`config.mk`:
```
export PLATFORM = sky130hd
export DESIGN_NAME = atscr_top
export DESIGN_NICKNAME = d
export VERILOG_FILES = /design/src/include/atscr_pkg.sv /design/src/hdl/atscr_sync.sv /design/src/hdl/atscr_top.sv
export SDC_FILE = /design/constraint.sdc
export NUM_CORES = 1
export LEC_CHECK = 0
export BUFFER_PORTS_ARGS = -buffer_cell sky130_fd_sc_hd__buf_2
export CAP_MARGIN = 20
export CORE_UTILIZATION = 55
export CTS_CLUSTER_DIAMETER = 120
export DETAILED_ROUTE_END_ITERATION = 7
export PLACE_DENSITY_LB_ADDON = 0.08
export SYNTH_ARGS = -nofsm -noshare
export SYNTH_HDL_FRONTEND = slang
export SYNTH_SLANG_ARGS = --single-unit
```
`constraint.sdc`:
```
create_clock -name core_clk -period 5.79 [get_ports core_clk]
set_clock_uncertainty 0.05 [all_clocks]
set_input_delay 0.8685 -clock core_clk [delete_from_list [all_inputs] [get_ports core_clk]]
set_output_delay 0.8685 -clock core_clk [all_outputs]
set_load 0.02 [all_outputs]
```
`src/include/atscr_pkg.sv`:
```
// Functional notes
// - Write D1h to port 64h then 02h to port 60h raises the A20 gate.
// - Write FEh to port 64h starts a fast warm reset, per qualification setting.
// - After D0h to port 64h, port 60h reads A20 in bit 1, reset in bit 0.
// - Port 61h bit 7 parity flag sets only while bit 2 low; writing 1 to bit 2 clears.
// - Port 61h bit 6 channel flag sets only while bit 3 low; writing 1 to bit 3 clears.
// - Port 61h bit 5 reads the live timer 2 output level.
// - Port 61h bit 4 toggles once per refresh cycle.
// - Bit 3 low lets a low channel-error input raise NMI; high ignores it.
// - Bit 2 low lets memory parity errors raise NMI; high blocks them.
// - Bit 1 gates timer 2 output onto the speaker; low holds speaker low.
// - Bit 0 drives the timer 2 gate input.
// - Revision_bus_config bits 5:4 pick 3, 4, 5 or 6 bus clocks I/O recovery.
// - Revision_bus_config bits 1:0 pick bus clock as double clock over 10, 8, 6, 4.
// - System_control_config bit 7 enables bus master byte swap, reset off.
// - System_control_config bit 6 picks single or per-cycle address latch pulses, reset 1.
// - System_control_config bit 5 low waits for halt after FEh; high resets directly.
// - System_control_config bit 4 adds one wait state to standard bus cycles.
// - System_control_config bit 0 low enables parity checking, high disables it.
// - Index written at port 22h before each port 24h access; index then clears.
package atscr_pkg;
    localparam logic [7:0] PORT_KBD_DATA     = 8'h60;
    localparam logic [7:0] PORT_KBD_CMD      = 8'h64;
    localparam logic [7:0] PORT_SYS_STATUS   = 8'h61;
    localparam logic [7:0] PORT_CFG_INDEX    = 8'h22;
    localparam logic [7:0] PORT_CFG_DATA     = 8'h24;
    localparam logic [7:0] IDX_REV_BUS_CFG   = 8'h20;
    localparam logic [7:0] IDX_SYS_CTRL_CFG  = 8'h21;

    localparam logic [7:0] CMD_WRITE_OUTPUT  = 8'hD1;
    localparam logic [7:0] CMD_READ_STATUS   = 8'hD0;
    localparam logic [7:0] CMD_FAST_RESET    = 8'hFE;
    localparam logic [7:0] DATA_A20_ON       = 8'h02;

    // Port 61h fields
    localparam int SST_PARITY_FLAG = 7;
    localparam int SST_CHANNEL_FLAG = 6;
    localparam int SST_TIMER2_OUT  = 5;
    localparam int SST_REFRESH_TGL = 4;
    localparam int SST_CHANNEL_DIS = 3;
    localparam int SST_PARITY_DIS  = 2;
    localparam int SST_SPEAKER_EN  = 1;
    localparam int SST_TIMER2_GATE = 0;
    localparam logic [3:0] SST_CTRL_RESET = 4'h0;

    // Revision_bus_config fields
    localparam int RBC_REV_MSB     = 7;
    localparam int RBC_REV_LSB     = 6;
    localparam int RBC_RECOV_MSB   = 5;
    localparam int RBC_RECOV_LSB   = 4;
    localparam int RBC_SLOW_REF    = 3;
    localparam int RBC_HIDDEN_REF  = 2;
    localparam int RBC_CLKSEL_MSB  = 1;
    localparam int RBC_CLKSEL_LSB  = 0;
    localparam logic [5:0] RBC_RW_RESET = 6'h00;
    // Revision code: value is arbitrary
    localparam logic [1:0] RBC_REVISION = 2'h1;

    // System_control_config fields
    localparam int SCC_BYTE_SWAP   = 7;
    localparam int SCC_ALE_MULTI   = 6;
    localparam int SCC_RESET_DIRECT = 5;
    localparam int SCC_EXTRA_WAIT  = 4;
    localparam int SCC_PARITY_DIS  = 0;
    localparam logic [7:0] SCC_RESET = 8'h40;

    // Recovery base: code 00 means 3 bus clocks
    localparam logic [2:0] RECOVERY_BASE = 3'h3;
    // Half periods of the bus clock for divide by 10, 8, 6, 4
    localparam logic [2:0] HALF_DIV10 = 3'h5;
    localparam logic [2:0] HALF_DIV8  = 3'h4;
    localparam logic [2:0] HALF_DIV6  = 3'h3;
    localparam logic [2:0] HALF_DIV4  = 3'h2;

    localparam int CLK_PERIOD_PS      = 8000;
    localparam int RESET_PULSE_NS     = 1000;
    localparam int RESET_PULSE_CYCLES =
        (RESET_PULSE_NS * 1000 + CLK_PERIOD_PS - 1) / CLK_PERIOD_PS;

    typedef enum logic [0:0] {
        KBD_IDLE        = 1'b0,
        KBD_OUTPUT_DATA = 1'b1
    } atscr_kbd_state_type;
endpackage

```
`src/hdl/atscr_sync.sv`:
```
`timescale 1ns/1ps
`default_nettype none
module atscr_sync #(
    parameter int WIDTH = 1,
    parameter logic [WIDTH-1:0] RESET_VALUE = '0
) (
    input  wire logic             core_clk,
    input  wire logic             rstn,
    input  wire logic [WIDTH-1:0] async_in,
    output var  logic [WIDTH-1:0] sync_out
);
    logic [WIDTH-1:0] stage1;

    // First stage feeds only the second one
    always_ff @(posedge core_clk or negedge rstn) begin
        if (!rstn) begin
            stage1   <= RESET_VALUE;
            sync_out <= RESET_VALUE;
        end else begin
            stage1   <= async_in;
            sync_out <= stage1;
        end
    end
endmodule
`default_nettype wire

```
`src/hdl/atscr_top.sv`:
```
`timescale 1ns/1ps
`default_nettype none
module atscr_top (
    input  wire logic       core_clk,
    input  wire logic       rstn,
    input  wire logic [7:0] io_addr,
    input  wire logic [7:0] io_wdata,
    input  wire logic       io_wr,
    input  wire logic       io_rd,
    output var  logic [7:0] io_rdata,
    output var  logic       io_rd_claim,
    input  wire logic       halt_cycle,
    input  wire logic       refresh_pulse,
    input  wire logic       parity_error,
    input  wire logic       channel_error_in_n,
    input  wire logic       timer2_output,
    output var  logic       a20_line_gate,
    output var  logic       processor_reset_out,
    output var  logic       nmi_out,
    output var  logic       speaker_out,
    output var  logic       timer2_gate,
    output var  logic       expansion_bus_clock,
    output var  logic [2:0] io_recovery_clocks,
    output var  logic       slow_refresh_en,
    output var  logic       hidden_refresh_en,
    output var  logic       byte_swap_en,
    output var  logic       ale_per_cycle,
    output var  logic       extra_wait_en,
    output var  logic       parity_check_en
);
    import atscr_pkg::*;

    localparam logic [7:0] RESET_LEN = 8'(RESET_PULSE_CYCLES);

    logic channel_err_n_sync;
    logic timer2_sync;

    atscr_sync #(.WIDTH(1), .RESET_VALUE(1'b1)) u_sync_chk (
        .core_clk (core_clk),
        .rstn     (rstn),
        .async_in (channel_error_in_n),
        .sync_out (channel_err_n_sync)
    );

    atscr_sync #(.WIDTH(1), .RESET_VALUE(1'b0)) u_sync_t2 (
        .core_clk (core_clk),
        .rstn     (rstn),
        .async_in (timer2_output),
        .sync_out (timer2_sync)
    );

    atscr_kbd_state_type kbd_state;
    atscr_kbd_state_type next_kbd_state;
    logic       status_readable;
    logic       next_status_readable;
    logic       halt_armed;
    logic       next_halt_armed;
    logic [7:0] reset_count;
    logic [7:0] next_reset_count;
    logic       next_a20;
    logic [7:0] cfg_index;
    logic [7:0] next_cfg_index;
    logic       index_valid;
    logic       next_index_valid;
    logic [5:0] rev_bus_cfg;
    logic [5:0] next_rev_bus_cfg;
    logic [7:0] sys_ctrl_cfg;
    logic [7:0] next_sys_ctrl_cfg;
    logic [3:0] sst_ctrl;
    logic [3:0] next_sst_ctrl;
    logic       parity_flag;
    logic       next_parity_flag;
    logic       channel_flag;
    logic       next_channel_flag;
    logic       refresh_toggle;
    logic       next_refresh_toggle;
    logic [7:0] next_rdata;
    logic       next_rd_claim;
    logic [2:0] div_count;
    logic [2:0] next_div_count;
    logic       next_bus_clock;
    logic [2:0] half_period;

    logic wr_kbd_cmd;
    logic wr_kbd_data;
    logic wr_sst;
    logic cfg_access;
    logic reset_start;

    assign wr_kbd_cmd  = io_wr && (io_addr == PORT_KBD_CMD);
    assign wr_kbd_data = io_wr && (io_addr == PORT_KBD_DATA);
    assign wr_sst      = io_wr && (io_addr == PORT_SYS_STATUS);
    assign cfg_access  = (io_wr || io_rd) && (io_addr == PORT_CFG_DATA);

    // Keyboard controller emulation
    always_comb begin
        next_kbd_state       = kbd_state;
        next_status_readable = status_readable;
        next_halt_armed      = halt_armed;
        next_a20             = a20_line_gate;
        reset_start          = 1'b0;
        if (wr_kbd_cmd) begin
            next_kbd_state       = KBD_IDLE;
            next_status_readable = (io_wdata == CMD_READ_STATUS);
            if (io_wdata == CMD_WRITE_OUTPUT) begin
                next_kbd_state = KBD_OUTPUT_DATA;
            end
            if (io_wdata == CMD_FAST_RESET) begin
                if (sys_ctrl_cfg[SCC_RESET_DIRECT]) begin
                    reset_start = 1'b1;
                end else begin
                    next_halt_armed = 1'b1;
                end
            end
        end
        if (wr_kbd_data && (kbd_state == KBD_OUTPUT_DATA)) begin
            next_kbd_state = KBD_IDLE;
            next_a20       = (io_wdata == DATA_A20_ON);
        end
        if (halt_armed && halt_cycle) begin
            reset_start     = 1'b1;
            next_halt_armed = 1'b0;
        end
    end

    // Warm reset pulse; a restart while running stretches it
    always_comb begin
        next_reset_count = reset_count;
        if (reset_start) begin
            next_reset_count = RESET_LEN;
        end else if (reset_count != 8'h00) begin
            next_reset_count = reset_count - 8'h01;
        end
    end

    always_ff @(posedge core_clk or negedge rstn) begin
        if (!rstn) begin
            kbd_state           <= KBD_IDLE;
            status_readable     <= 1'b0;
            halt_armed          <= 1'b0;
            a20_line_gate       <= 1'b0;
            reset_count         <= 8'h00;
            processor_reset_out <= 1'b0;
        end else begin
            kbd_state           <= next_kbd_state;
            status_readable     <= next_status_readable;
            halt_armed          <= next_halt_armed;
            a20_line_gate       <= next_a20;
            reset_count         <= next_reset_count;
            processor_reset_out <= (next_reset_count != 8'h00);
        end
    end

    // Indexed configuration and port 61h
    always_comb begin
        next_cfg_index      = cfg_index;
        next_index_valid    = index_valid;
        next_rev_bus_cfg    = rev_bus_cfg;
        next_sys_ctrl_cfg   = sys_ctrl_cfg;
        next_sst_ctrl       = sst_ctrl;
        next_parity_flag    = parity_flag;
        next_channel_flag   = channel_flag;
        next_refresh_toggle = refresh_toggle ^ refresh_pulse;
        if (io_wr && (io_addr == PORT_CFG_INDEX)) begin
            next_cfg_index   = io_wdata;
            next_index_valid = 1'b1;
        end
        if (cfg_access) begin
            // Every data access consumes the index
            next_cfg_index   = 8'h00;
            next_index_valid = 1'b0;
            if (io_wr && index_valid && (cfg_index == IDX_REV_BUS_CFG)) begin
                next_rev_bus_cfg = io_wdata[5:0];
            end
            if (io_wr && index_valid && (cfg_index == IDX_SYS_CTRL_CFG)) begin
                next_sys_ctrl_cfg = io_wdata;
            end
        end
        if (wr_sst) begin
            next_sst_ctrl = io_wdata[3:0];
            if (io_wdata[SST_PARITY_DIS]) begin
                next_parity_flag = 1'b0;
            end
            if (io_wdata[SST_CHANNEL_DIS]) begin
                next_channel_flag = 1'b0;
            end
        end
        // Set is applied last so a coincident event beats the clear
        if (parity_error && !sst_ctrl[SST_PARITY_DIS] && !sys_ctrl_cfg[SCC_PARITY_DIS]) begin
            next_parity_flag = 1'b1;
        end
        if (!channel_err_n_sync && !sst_ctrl[SST_CHANNEL_DIS]) begin
            next_channel_flag = 1'b1;
        end
    end

    // Read data, answered one cycle after the strobe
    always_comb begin
        next_rdata    = 8'h00;
        next_rd_claim = 1'b0;
        if (io_rd) begin
            unique case (io_addr)
                PORT_SYS_STATUS: begin
                    next_rd_claim = 1'b1;
                    next_rdata    = {parity_flag, channel_flag, timer2_sync,
                                     refresh_toggle, sst_ctrl};
                end
                PORT_KBD_DATA: begin
                    // Otherwise the real keyboard controller answers
                    if (status_readable) begin
                        next_rd_claim = 1'b1;
                        next_rdata    = {6'h00, a20_line_gate, processor_reset_out};
                    end
                end
                PORT_CFG_DATA: begin
                    if (index_valid && (cfg_index == IDX_REV_BUS_CFG)) begin
                        next_rd_claim = 1'b1;
                        next_rdata    = {RBC_REVISION, rev_bus_cfg};
                    end else if (index_valid && (cfg_index == IDX_SYS_CTRL_CFG)) begin
                        next_rd_claim = 1'b1;
                        next_rdata    = sys_ctrl_cfg;
                    end
                end
                default: begin
                    next_rd_claim = 1'b0;
                end
            endcase
        end
    end

    always_ff @(posedge core_clk or negedge rstn) begin
        if (!rstn) begin
            cfg_index      <= 8'h00;
            index_valid    <= 1'b0;
            rev_bus_cfg    <= RBC_RW_RESET;
            sys_ctrl_cfg   <= SCC_RESET;
            sst_ctrl       <= SST_CTRL_RESET;
            parity_flag    <= 1'b0;
            channel_flag   <= 1'b0;
            refresh_toggle <= 1'b0;
            io_rdata       <= 8'h00;
            io_rd_claim    <= 1'b0;
        end else begin
            cfg_index      <= next_cfg_index;
            index_valid    <= next_index_valid;
            rev_bus_cfg    <= next_rev_bus_cfg;
            sys_ctrl_cfg   <= next_sys_ctrl_cfg;
            sst_ctrl       <= next_sst_ctrl;
            parity_flag    <= next_parity_flag;
            channel_flag   <= next_channel_flag;
            refresh_toggle <= next_refresh_toggle;
            io_rdata       <= next_rdata;
            io_rd_claim    <= next_rd_claim;
        end
    end

    // Bus clock divider; core_clk serves as the double-rate CPU clock
    always_comb begin
        unique case (rev_bus_cfg[RBC_CLKSEL_MSB:RBC_CLKSEL_LSB])
            2'h0: half_period = HALF_DIV10;
            2'h1: half_period = HALF_DIV8;
            2'h2: half_period = HALF_DIV6;
            2'h3: half_period = HALF_DIV4;
        endcase
        next_div_count = div_count + 3'h1;
        next_bus_clock = expansion_bus_clock;
        // Compare with >= so a shorter setting never leaves the count stranded
        if ((div_count + 3'h1) >= half_period) begin
            next_div_count = 3'h0;
            next_bus_clock = !expansion_bus_clock;
        end
    end

    always_ff @(posedge core_clk or negedge rstn) begin
        if (!rstn) begin
            div_count           <= 3'h0;
            expansion_bus_clock <= 1'b0;
        end else begin
            div_count           <= next_div_count;
            expansion_bus_clock <= next_bus_clock;
        end
    end

    // Registered control outputs
    always_ff @(posedge core_clk or negedge rstn) begin
        if (!rstn) begin
            nmi_out            <= 1'b0;
            speaker_out        <= 1'b0;
            timer2_gate        <= 1'b0;
            io_recovery_clocks <= RECOVERY_BASE;
            slow_refresh_en    <= 1'b0;
            hidden_refresh_en  <= 1'b0;
            byte_swap_en       <= 1'b0;
            ale_per_cycle      <= 1'b1;
            extra_wait_en      <= 1'b0;
            parity_check_en    <= 1'b1;
        end else begin
            nmi_out            <= parity_flag || channel_flag;
            speaker_out        <= timer2_sync && sst_ctrl[SST_SPEAKER_EN];
            timer2_gate        <= sst_ctrl[SST_TIMER2_GATE];
            io_recovery_clocks <= RECOVERY_BASE
                                + {1'b0, rev_bus_cfg[RBC_RECOV_MSB:RBC_RECOV_LSB]};
            slow_refresh_en    <= rev_bus_cfg[RBC_SLOW_REF];
            hidden_refresh_en  <= rev_bus_cfg[RBC_HIDDEN_REF];
            byte_swap_en       <= sys_ctrl_cfg[SCC_BYTE_SWAP];
            ale_per_cycle      <= sys_ctrl_cfg[SCC_ALE_MULTI];
            extra_wait_en      <= sys_ctrl_cfg[SCC_EXTRA_WAIT];
            parity_check_en    <= !sys_ctrl_cfg[SCC_PARITY_DIS];
        end
    end
endmodule
`default_nettype wire

```
* Yosys cells after proc, flatten, opt, wreduce, memory -nomap -nowiden *
Index checks and enable logic that the tools add are counted.

operators by class
  magnitude comparators = 1
  bitwise operators = 1
  mux-type cells = 35
  eq/ne operators = 15
  add/subtract/negate cells = 3
  reductions and logical operators = 39

operator list
  operator               count
  $mux W8                7
  $eq A8 B6 Y1 const B   4
  $eq A8 B7 Y1 const B   3
  $eq A8 B8 Y1 const B   3
  $pmux W8 S3            1
  $mux W1                23
  $logic_and A1 B1 Y1    16
  $reduce_bool A2 Y1     8
  $reduce_bool A8 Y1     2
  $pmux W3 S4            1
  $eq A8 B2 Y1 const B   1
  $reduce_and A2 Y1      4
  $sub A8 B1 Y8 const B  1
  $logic_not A1 Y1       5
  $eq A2 B2 Y1 const B   2
  $add A2 B2 Y3 const A  1
  $add A3 B1 Y3 const B  1
  $ge A3 B3 Y1           1
  $mux W3                1
  $pmux W1 S3            1
  $reduce_and A3 Y1      1
  $eq A2 B1 Y1 const B   1
  $logic_not A2 Y1       1
  $logic_or A1 B1 Y1     2
  other kinds (3)        3

storage, ports and cells
  word-level logic and storage cells = 126
  register bits after elaboration = 72
  input port bits = 25
  output and inout bits = 24

* Depth between registers and ports, before layout *
Gate-level depths: netlist of the first run.

  depth in word-level cells = 6
  gate-level depth with buffers = 6
  depth with buffers taken out = 6

* Hierarchy *
From an unflattened synthesis of the first run, not the netlist that was laid out.

unflattened totals
  cells, all modules = 260
  area total of the unflattened synthesis = 3078.0 µm²

by module, submodules not included
  module                    area an instance (µm²)  times used  seq. area each (µm²)  cells an instance
  atscr_top                 2975.4                  1           1707.9                256
  atscr_sync at u_sync_chk  52.6                    1           52.6                  2
  atscr_sync at u_sync_t2   50.0                    1           50.0                  2

* Least setup slack after synthesis of the first run *
No wires, ideal clock.

  path type = input to register
  start = in io_addr[4]
  end = reg rev_bus_cfg[1]
  buffers on the path = 2
  stages on the path = 6
  slack = 3.136 ns
  arrival time = 2.479 ns
  setup time = 0.125 ns
  data required time = 5.615 ns
  cell sequence = or4b_4 > nor4_2 > buf_4 > and3_1 > buf_6 > mux2_4

on the way
  longest elaborated chain between the ends = 3

RTL lines
  what                         line              text
  from (decl)                  atscr_top.sv:6    input wire logic [7:0] io_addr,
  $eq A8 B6 Y1                 atscr_top.sv:93   assign cfg_access = (io_wr || io_rd) && (io_addr == PORT_CFG_DATA);
  $logic_and A1 B1 Y1          atscr_top.sv:93
  $reduce_and A2 Y1 (no line)  --
  to (signal assigned)         atscr_top.sv:246  rev_bus_cfg <= next_rev_bus_cfg;
  to (decl)                    atscr_top.sv:65   logic [5:0] rev_bus_cfg;

Every way passes these cells.
A chain may end at the register's enable or synchronous reset.

* Worst setup path after layout of the first run *
  start = in io_addr[0]
  end = reg sys_ctrl_cfg[4]

on the way
  longest elaborated chain between the ends = 3

RTL lines
  what                         line              text
  $eq A8 B6 Y1                 atscr_top.sv:93
  $logic_and A1 B1 Y1          atscr_top.sv:93
  $reduce_and A2 Y1 (no line)  --
  to (signal assigned)         atscr_top.sv:247  sys_ctrl_cfg <= next_sys_ctrl_cfg;
  to (decl)                    atscr_top.sv:67   logic [7:0] sys_ctrl_cfg;

Every way passes these cells.

==> results of run 1 <==
[final cells by class]
class | instances | area, sq um | area share
clock buffer | 10 | 138 | 0.0382
tap | 70 | 87.6 | 0.0243
timing repair buffer | 49 | 248 | 0.0688
clock inverter | 6 | 82.6 | 0.0229
inverter | 11 | 41.3 | 0.0115
sequential | 72 | 1810 | 0.503
multi-input combinational | 162 | 1190 | 0.332
[cell families (layout without fill, tap and decap cells)]
kind of cell / count (synthesis) / in the layout / synth area share
compound gates: 43 / 43 / 0.0999
xor+xnor: 7 / 7 / 0.0198
fa+ha+maj: 7 / 7 / 0.0283
buf+inv: 20 / 76 / 0.0283
flops: 72 / 72 / 0.585
mux: 22 / 22 / 0.0841
simple gates: 83 / 83 / 0.154
[how the worst max path moves through the flow]
stage	start	to	slack, ns	cells after the start
after floorplan	io_addr[4]	rev_bus_cfg[1]	3.14	6
after global placement	io_addr[0]	sys_ctrl_cfg[3]	2.33	5
after detailed placement	io_addr[0]	sys_ctrl_cfg[4]	2.30	5
after CTS	io_addr[0]	sys_ctrl_cfg[4]	2.65	5
after global routing	io_addr[0]	sys_ctrl_cfg[4]	2.50	5
final	io_addr[0]	sys_ctrl_cfg[4]	2.64	5
[routing by layer]
metal | global-route usage | part of all wire
met5 | 0 | 0
met4 | 0.121 | 0.026
met3 | 0.0476 | 0.057
met2 | 0.350 | 0.47
met1 | 0.335 | 0.45
[flip-flops by register name (all words and copies together) (netlist names), 3 cells and up]
name / count
div_count: 3
reset_count: 8
rev_bus_cfg: 6
sst_ctrl: 4
io_recovery_clocks: 3
sys_ctrl_cfg: 8
cfg_index: 8
io_rdata: 8
[power breakdown]
group / switching [mW] / internal (mW)
Sequential: 0.0285 / 0.537
Clock: 0.178 / 0.252
Combinational: 0.0708 / 0.0618
Total: 0.277 / 0.851
[worst max-delay path, delay by kind of cell]
kind | cells | cell delay (ns)
AND/OR/NAND/NOR | 3 | 1.91
multiplexers | 1 | 0.38
buffers and inverters | 1 | 0.15
[layout by cell type, fill, tap and decap left out, types with 4 or more instances in the layout]
cell type	synthesis	routed
a22o_1	9	9
a22oi_1	6	6
and2_1	4	4
buf_2	1	48
clkbuf_8	0	10
dfrtp_1	65	65
dfstp_2	7	7
ha_1	7	7
inv_1	11	11
mux2_2	12	12
mux2_4	5	5
mux2i_1	5	5
nand2_1	18	18
nand3_1	6	6
nor2_1	15	15
nor2b_1	4	4
nor3_1	6	6
o21ai_0	13	13
or3_1	4	4
xnor2_1	4	4
==> out/qor.yml, run 1 <==
outcome: "completed"
r2r_end: "sys_ctrl_cfg[4]"
postSynthAreaPerCell_sq_um: 12.2
hp-start: "u_sync_t2.stage1"
fin_crit_ns: 3.15
synth.top_cell.area_share: 0.526
timing.rr.start: "cfg_index[6]"
synth_seq_cells: 72
hold_depth: 0
syn-num-nets: 286
numClockSinks: 72
drt-initial-drc-count: 120
yosys_most_used_dff: "dfrtp_1"
place_inst: 364
ant_nets: 0
dpl.hpwl_um: 4330
power_mw: 1.13
overflow: 0
layout-drive-gt1-share: 0.303
final_cells: 380
rsz0062_at_grt: "no"
hold_buffers: 0
worstHoldEndpoint: "u_sync_t2.sync_out"
fill_cells: 417
synth_seq_area_share: 0.585
place_area_sq_um: 3380
reg2reg_depth: 4
fin_ws_ns: 2.64
core_area_sq_um: 5270
yosysWarnings: 0
crit_required_ns: 5.96
peakVddDrop_mv: 0.179
layout.nets: 337
vias_per_cell: 5.70
insertion_delay_ns: 0.34
diodes: 0
port_buffers: 48
synthArstFlopShare: 1.00
p_leak_nw: 1.68
hold_violations: 0
final_area_sq_um: 3600
yosysTopAreaCell: "dfrtp_1"
grt_pass1_wl_um: 10500
hp-class: "flip-flop to flip-flop"
area_growth_pct: 16.5
synth_area_sq_um: 3090
clock-root-buffer: "clkbuf_8"
worstPathArrival_ns: 3.32
dp_slack_ns: 2.30
cts_tree: "yes"
fin_setup_tns_ns: 0
max_cap_violations: 0
die-width_um: 77.0
grtUsageTotal: 0.237
gp_congestion: 0.831
ys_types: 51
cp_max_fo: 11
yosysMostFrequentCell: "dfrtp_1"
antenna_found_initial: 0
wire_per_inst_um: 16.6
synthTopCellsByCount: "dfrtp_1, nand2_1, nor2_1"
worst_path_max_delay_cell: "nor4_2"
finish.utilization: 0.684
row_count: 26
clock_path_buffers: 2
max_freq_ghz: 0.318
critPathMaxStageDelay_ns: 0.87
cts_setup_buffers: 0
clk_pin_slew_ns: 0.07
fin_crit_sh: 0.543
finalSetupViolations: 0
power_density_nw_per_um2: 313
tightest_slew_ns: 0.993
synth_area_leaders: "dfrtp_1, dfstp_2, mux2_2, ha_1, a22o_1"
vias: 2167
drc: 0
syn_inst: 254
startpoint_type: "primary input"
initial_utilization: 0.587
critical_path_class: "primary input to flip-flop"
wl_um: 6290
grt_start_max_net_pins: 73
ctsResizeCount: 0
end_kind: "flip-flop"
slew_headroom: 0.332
rrSetupSlack_ns: 2.94
die_h_um: 77.0
numCtsBuffers: 9
die_area_sq_um: 5930
grt_pass1_vias: 2125
hold_ws_ns: 0.301
htree_num_levels: 3
path_cells: "buf_2 > or4b_1 > nor4_2 > and3_1 > mux2_2"
slew_viol_final: 0
dr.pass1.iters: 4
io_pins: 49
synth_edf_count: 0
Power figures use the tool's default switching activity.
==> run 2: changes to the inputs <==
==> constraint.sdc (replaced) <==
create_clock -name core_clk -period 3.2 [get_ports core_clk]
set_clock_uncertainty 0.05 [all_clocks]
set_input_delay 0.48 -clock core_clk [delete_from_list [all_inputs] [get_ports core_clk]]
set_output_delay 0.48 -clock core_clk [all_outputs]
set_load 0.02 [all_outputs]
==> run 2 against run 1 <==
Power grew 91%; final area grew 1.4%; combinational power grew 94%; worst setup slack lost 1.8 ns; sequential share of layout area shrank 0.67 points; register-to-register slack lost 2.1 ns; critical path type is now flip-flop to flip-flop; critical endpoint is now sys_ctrl_cfg[3]; largest cell class unchanged; largest power group unchanged.
==> out/qor.yml, run 2 (synthesized netlist as in run 1, its figures left out) <==
outcome: "completed"
die_area_sq_um: 5930
clk_pin_slew_ns: 0.08
peakVddDrop_mv: 0.389
area_growth_pct: 18.0
startpoint_type: "flip-flop"
wl_met3_um: 311
numCtsBuffers: 9
max_freq_ghz: 0.417
met2WireLength_um: 3120
rsz0062_at_grt: "no"
overflow: 0
critical_path_class: "flip-flop to flip-flop"
tightest_slew_ns: 0.917
wl_um: 6530
final_area_sq_um: 3650
diodes: 0
row_count: 26
slew_viol_final: 0
fin_crit_sh: 0.750
slew_headroom: 0.386
layout-drive-gt1-share: 0.307
core_area_sq_um: 5270
ant_nets: 0
path_delay_family: "simple AND/OR/NAND/NOR gates"
mostFrequentLayoutCells: "dfrtp_1, buf_2, nand2_1"
die-width_um: 77.0
wire_per_inst_um: 17.0
htree_num_levels: 3
grt_pass1_vias: 2164
grtUsageTotal: 0.242
hold_violations: 0
worstPathArrival_ns: 2.58
ctsResizeCount: 0
fin_crit_ns: 2.40
die_h_um: 77.0
top_layer: "met4"
layout.nets: 340
cts_tree: "yes"
layout_commonest_cell: "dfrtp_1"
dpl.hpwl_um: 4560
path_cells: "or4b_2 > nor4_2 > and3_1 > mux2_2"
finalSetupViolations: 0
drt-met1-wl_um: 2970
drc: 0
fin_setup_tns_ns: 0
port_buffers: 48
fill_cells: 407
dr.pass1.iters: 4
p_leak_nw: 1.70
place_area_sq_um: 3400
crit_required_ns: 3.38
grt_start_max_net_pins: 46
power_density_nw_per_um2: 589
insertion_delay_ns: 0.34
vias: 2168
end_kind: "flip-flop"
antenna_found_initial: 0
gp_congestion: 0.848
worst_path_max_delay_cell: "or4b_2"
cp_max_fo: 8
initial_utilization: 0.587
drt-initial-drc-count: 185
critPathMaxStageDelay_ns: 0.68
clock-root-buffer: "clkbuf_8"
hp-class: "primary input to flip-flop"
clock_path_buffers: 2
critPathBufInv: 0
max_cap_violations: 0
grt_pass1_wl_um: 10800
vias_per_cell: 5.66
numClockSinks: 72
io_pins: 49
run 2: through the flow:
step	instances	total power [mW]	utilization	hold WS (ns)	setup WS, ns
2_1_floorplan	254	1.18	-	0.134	0.935
3_5_place_dp	366	1.29	0.645	0.240	0.549
5_1_grt	383	2.23	0.693	0.176	0.702
6_report	383	2.15	0.693	0.185	0.801
3_3_place_gp	366	1.27	0.645	0.240	0.611
4_1_cts	383	2.16	0.693	0.176	0.824
run 2: power breakdown:
group	switching (mW)	leakage (nW)	internal, mW	total, mW
combinational	0.142	0.665	0.117	0.258
clock	0.352	0.119	0.519	0.870
sequential	0.0501	0.919	0.972	1.02
total	0.543	1.70	1.61	2.15
run 2: worst paths after layout:
kind	cells after the start	end	start	slack [ns]
setup reg to reg	4	sys_ctrl_cfg[3]	cfg_index[6]	0.80
setup / recovery	4	sys_ctrl_cfg[3]	cfg_index[6]	0.80
hold reg to reg	0	u_sync_t2.sync_out	u_sync_t2.stage1	0.30
min in group asynchronous	2	div_count[2]	rstn	0.41
hold / removal	1	u_sync_chk.stage1	channel_error_in_n	0.19
max in group asynchronous	3	sys_ctrl_cfg[6]	rstn	1.94
run 2: worst register-to-register path: stages, from the launching register on:
cell and delay [ns]:
dfrtp_1 0.39, or4b_2 0.68, nor4_2 0.34, and3_1 0.44
mux2_2 0.39
run 2: layer usage:
| layer | track usage | vias to the layer above |
|---|---|---|
| li1 | - | 1015 |
| met1 | 0.329 | 1066 |
| met2 | 0.375 | 76 |
| met3 | 0.0381 | 11 |
| met4 | 0.126 | 0 |
| met5 | 0 | - |
run 2: timing repair:
item,CTS,global route
hold endpoints to repair,3,0
buffers inserted,0,0
hold buffers,1,0
run 2: layout make-up:
| class | instances | area, sq um | share of cell area |
|---|---|---|---|
| clock buffer | 9 | 124 | 0.0339 |
| clock inverter | 7 | 120 | 0.0329 |
| inverter | 11 | 41.3 | 0.0113 |
| multi-input combinational | 162 | 1190 | 0.327 |
| sequential | 72 | 1810 | 0.496 |
| tap | 70 | 87.6 | 0.0240 |
| timing repair buffer | 52 | 273 | 0.0747 |
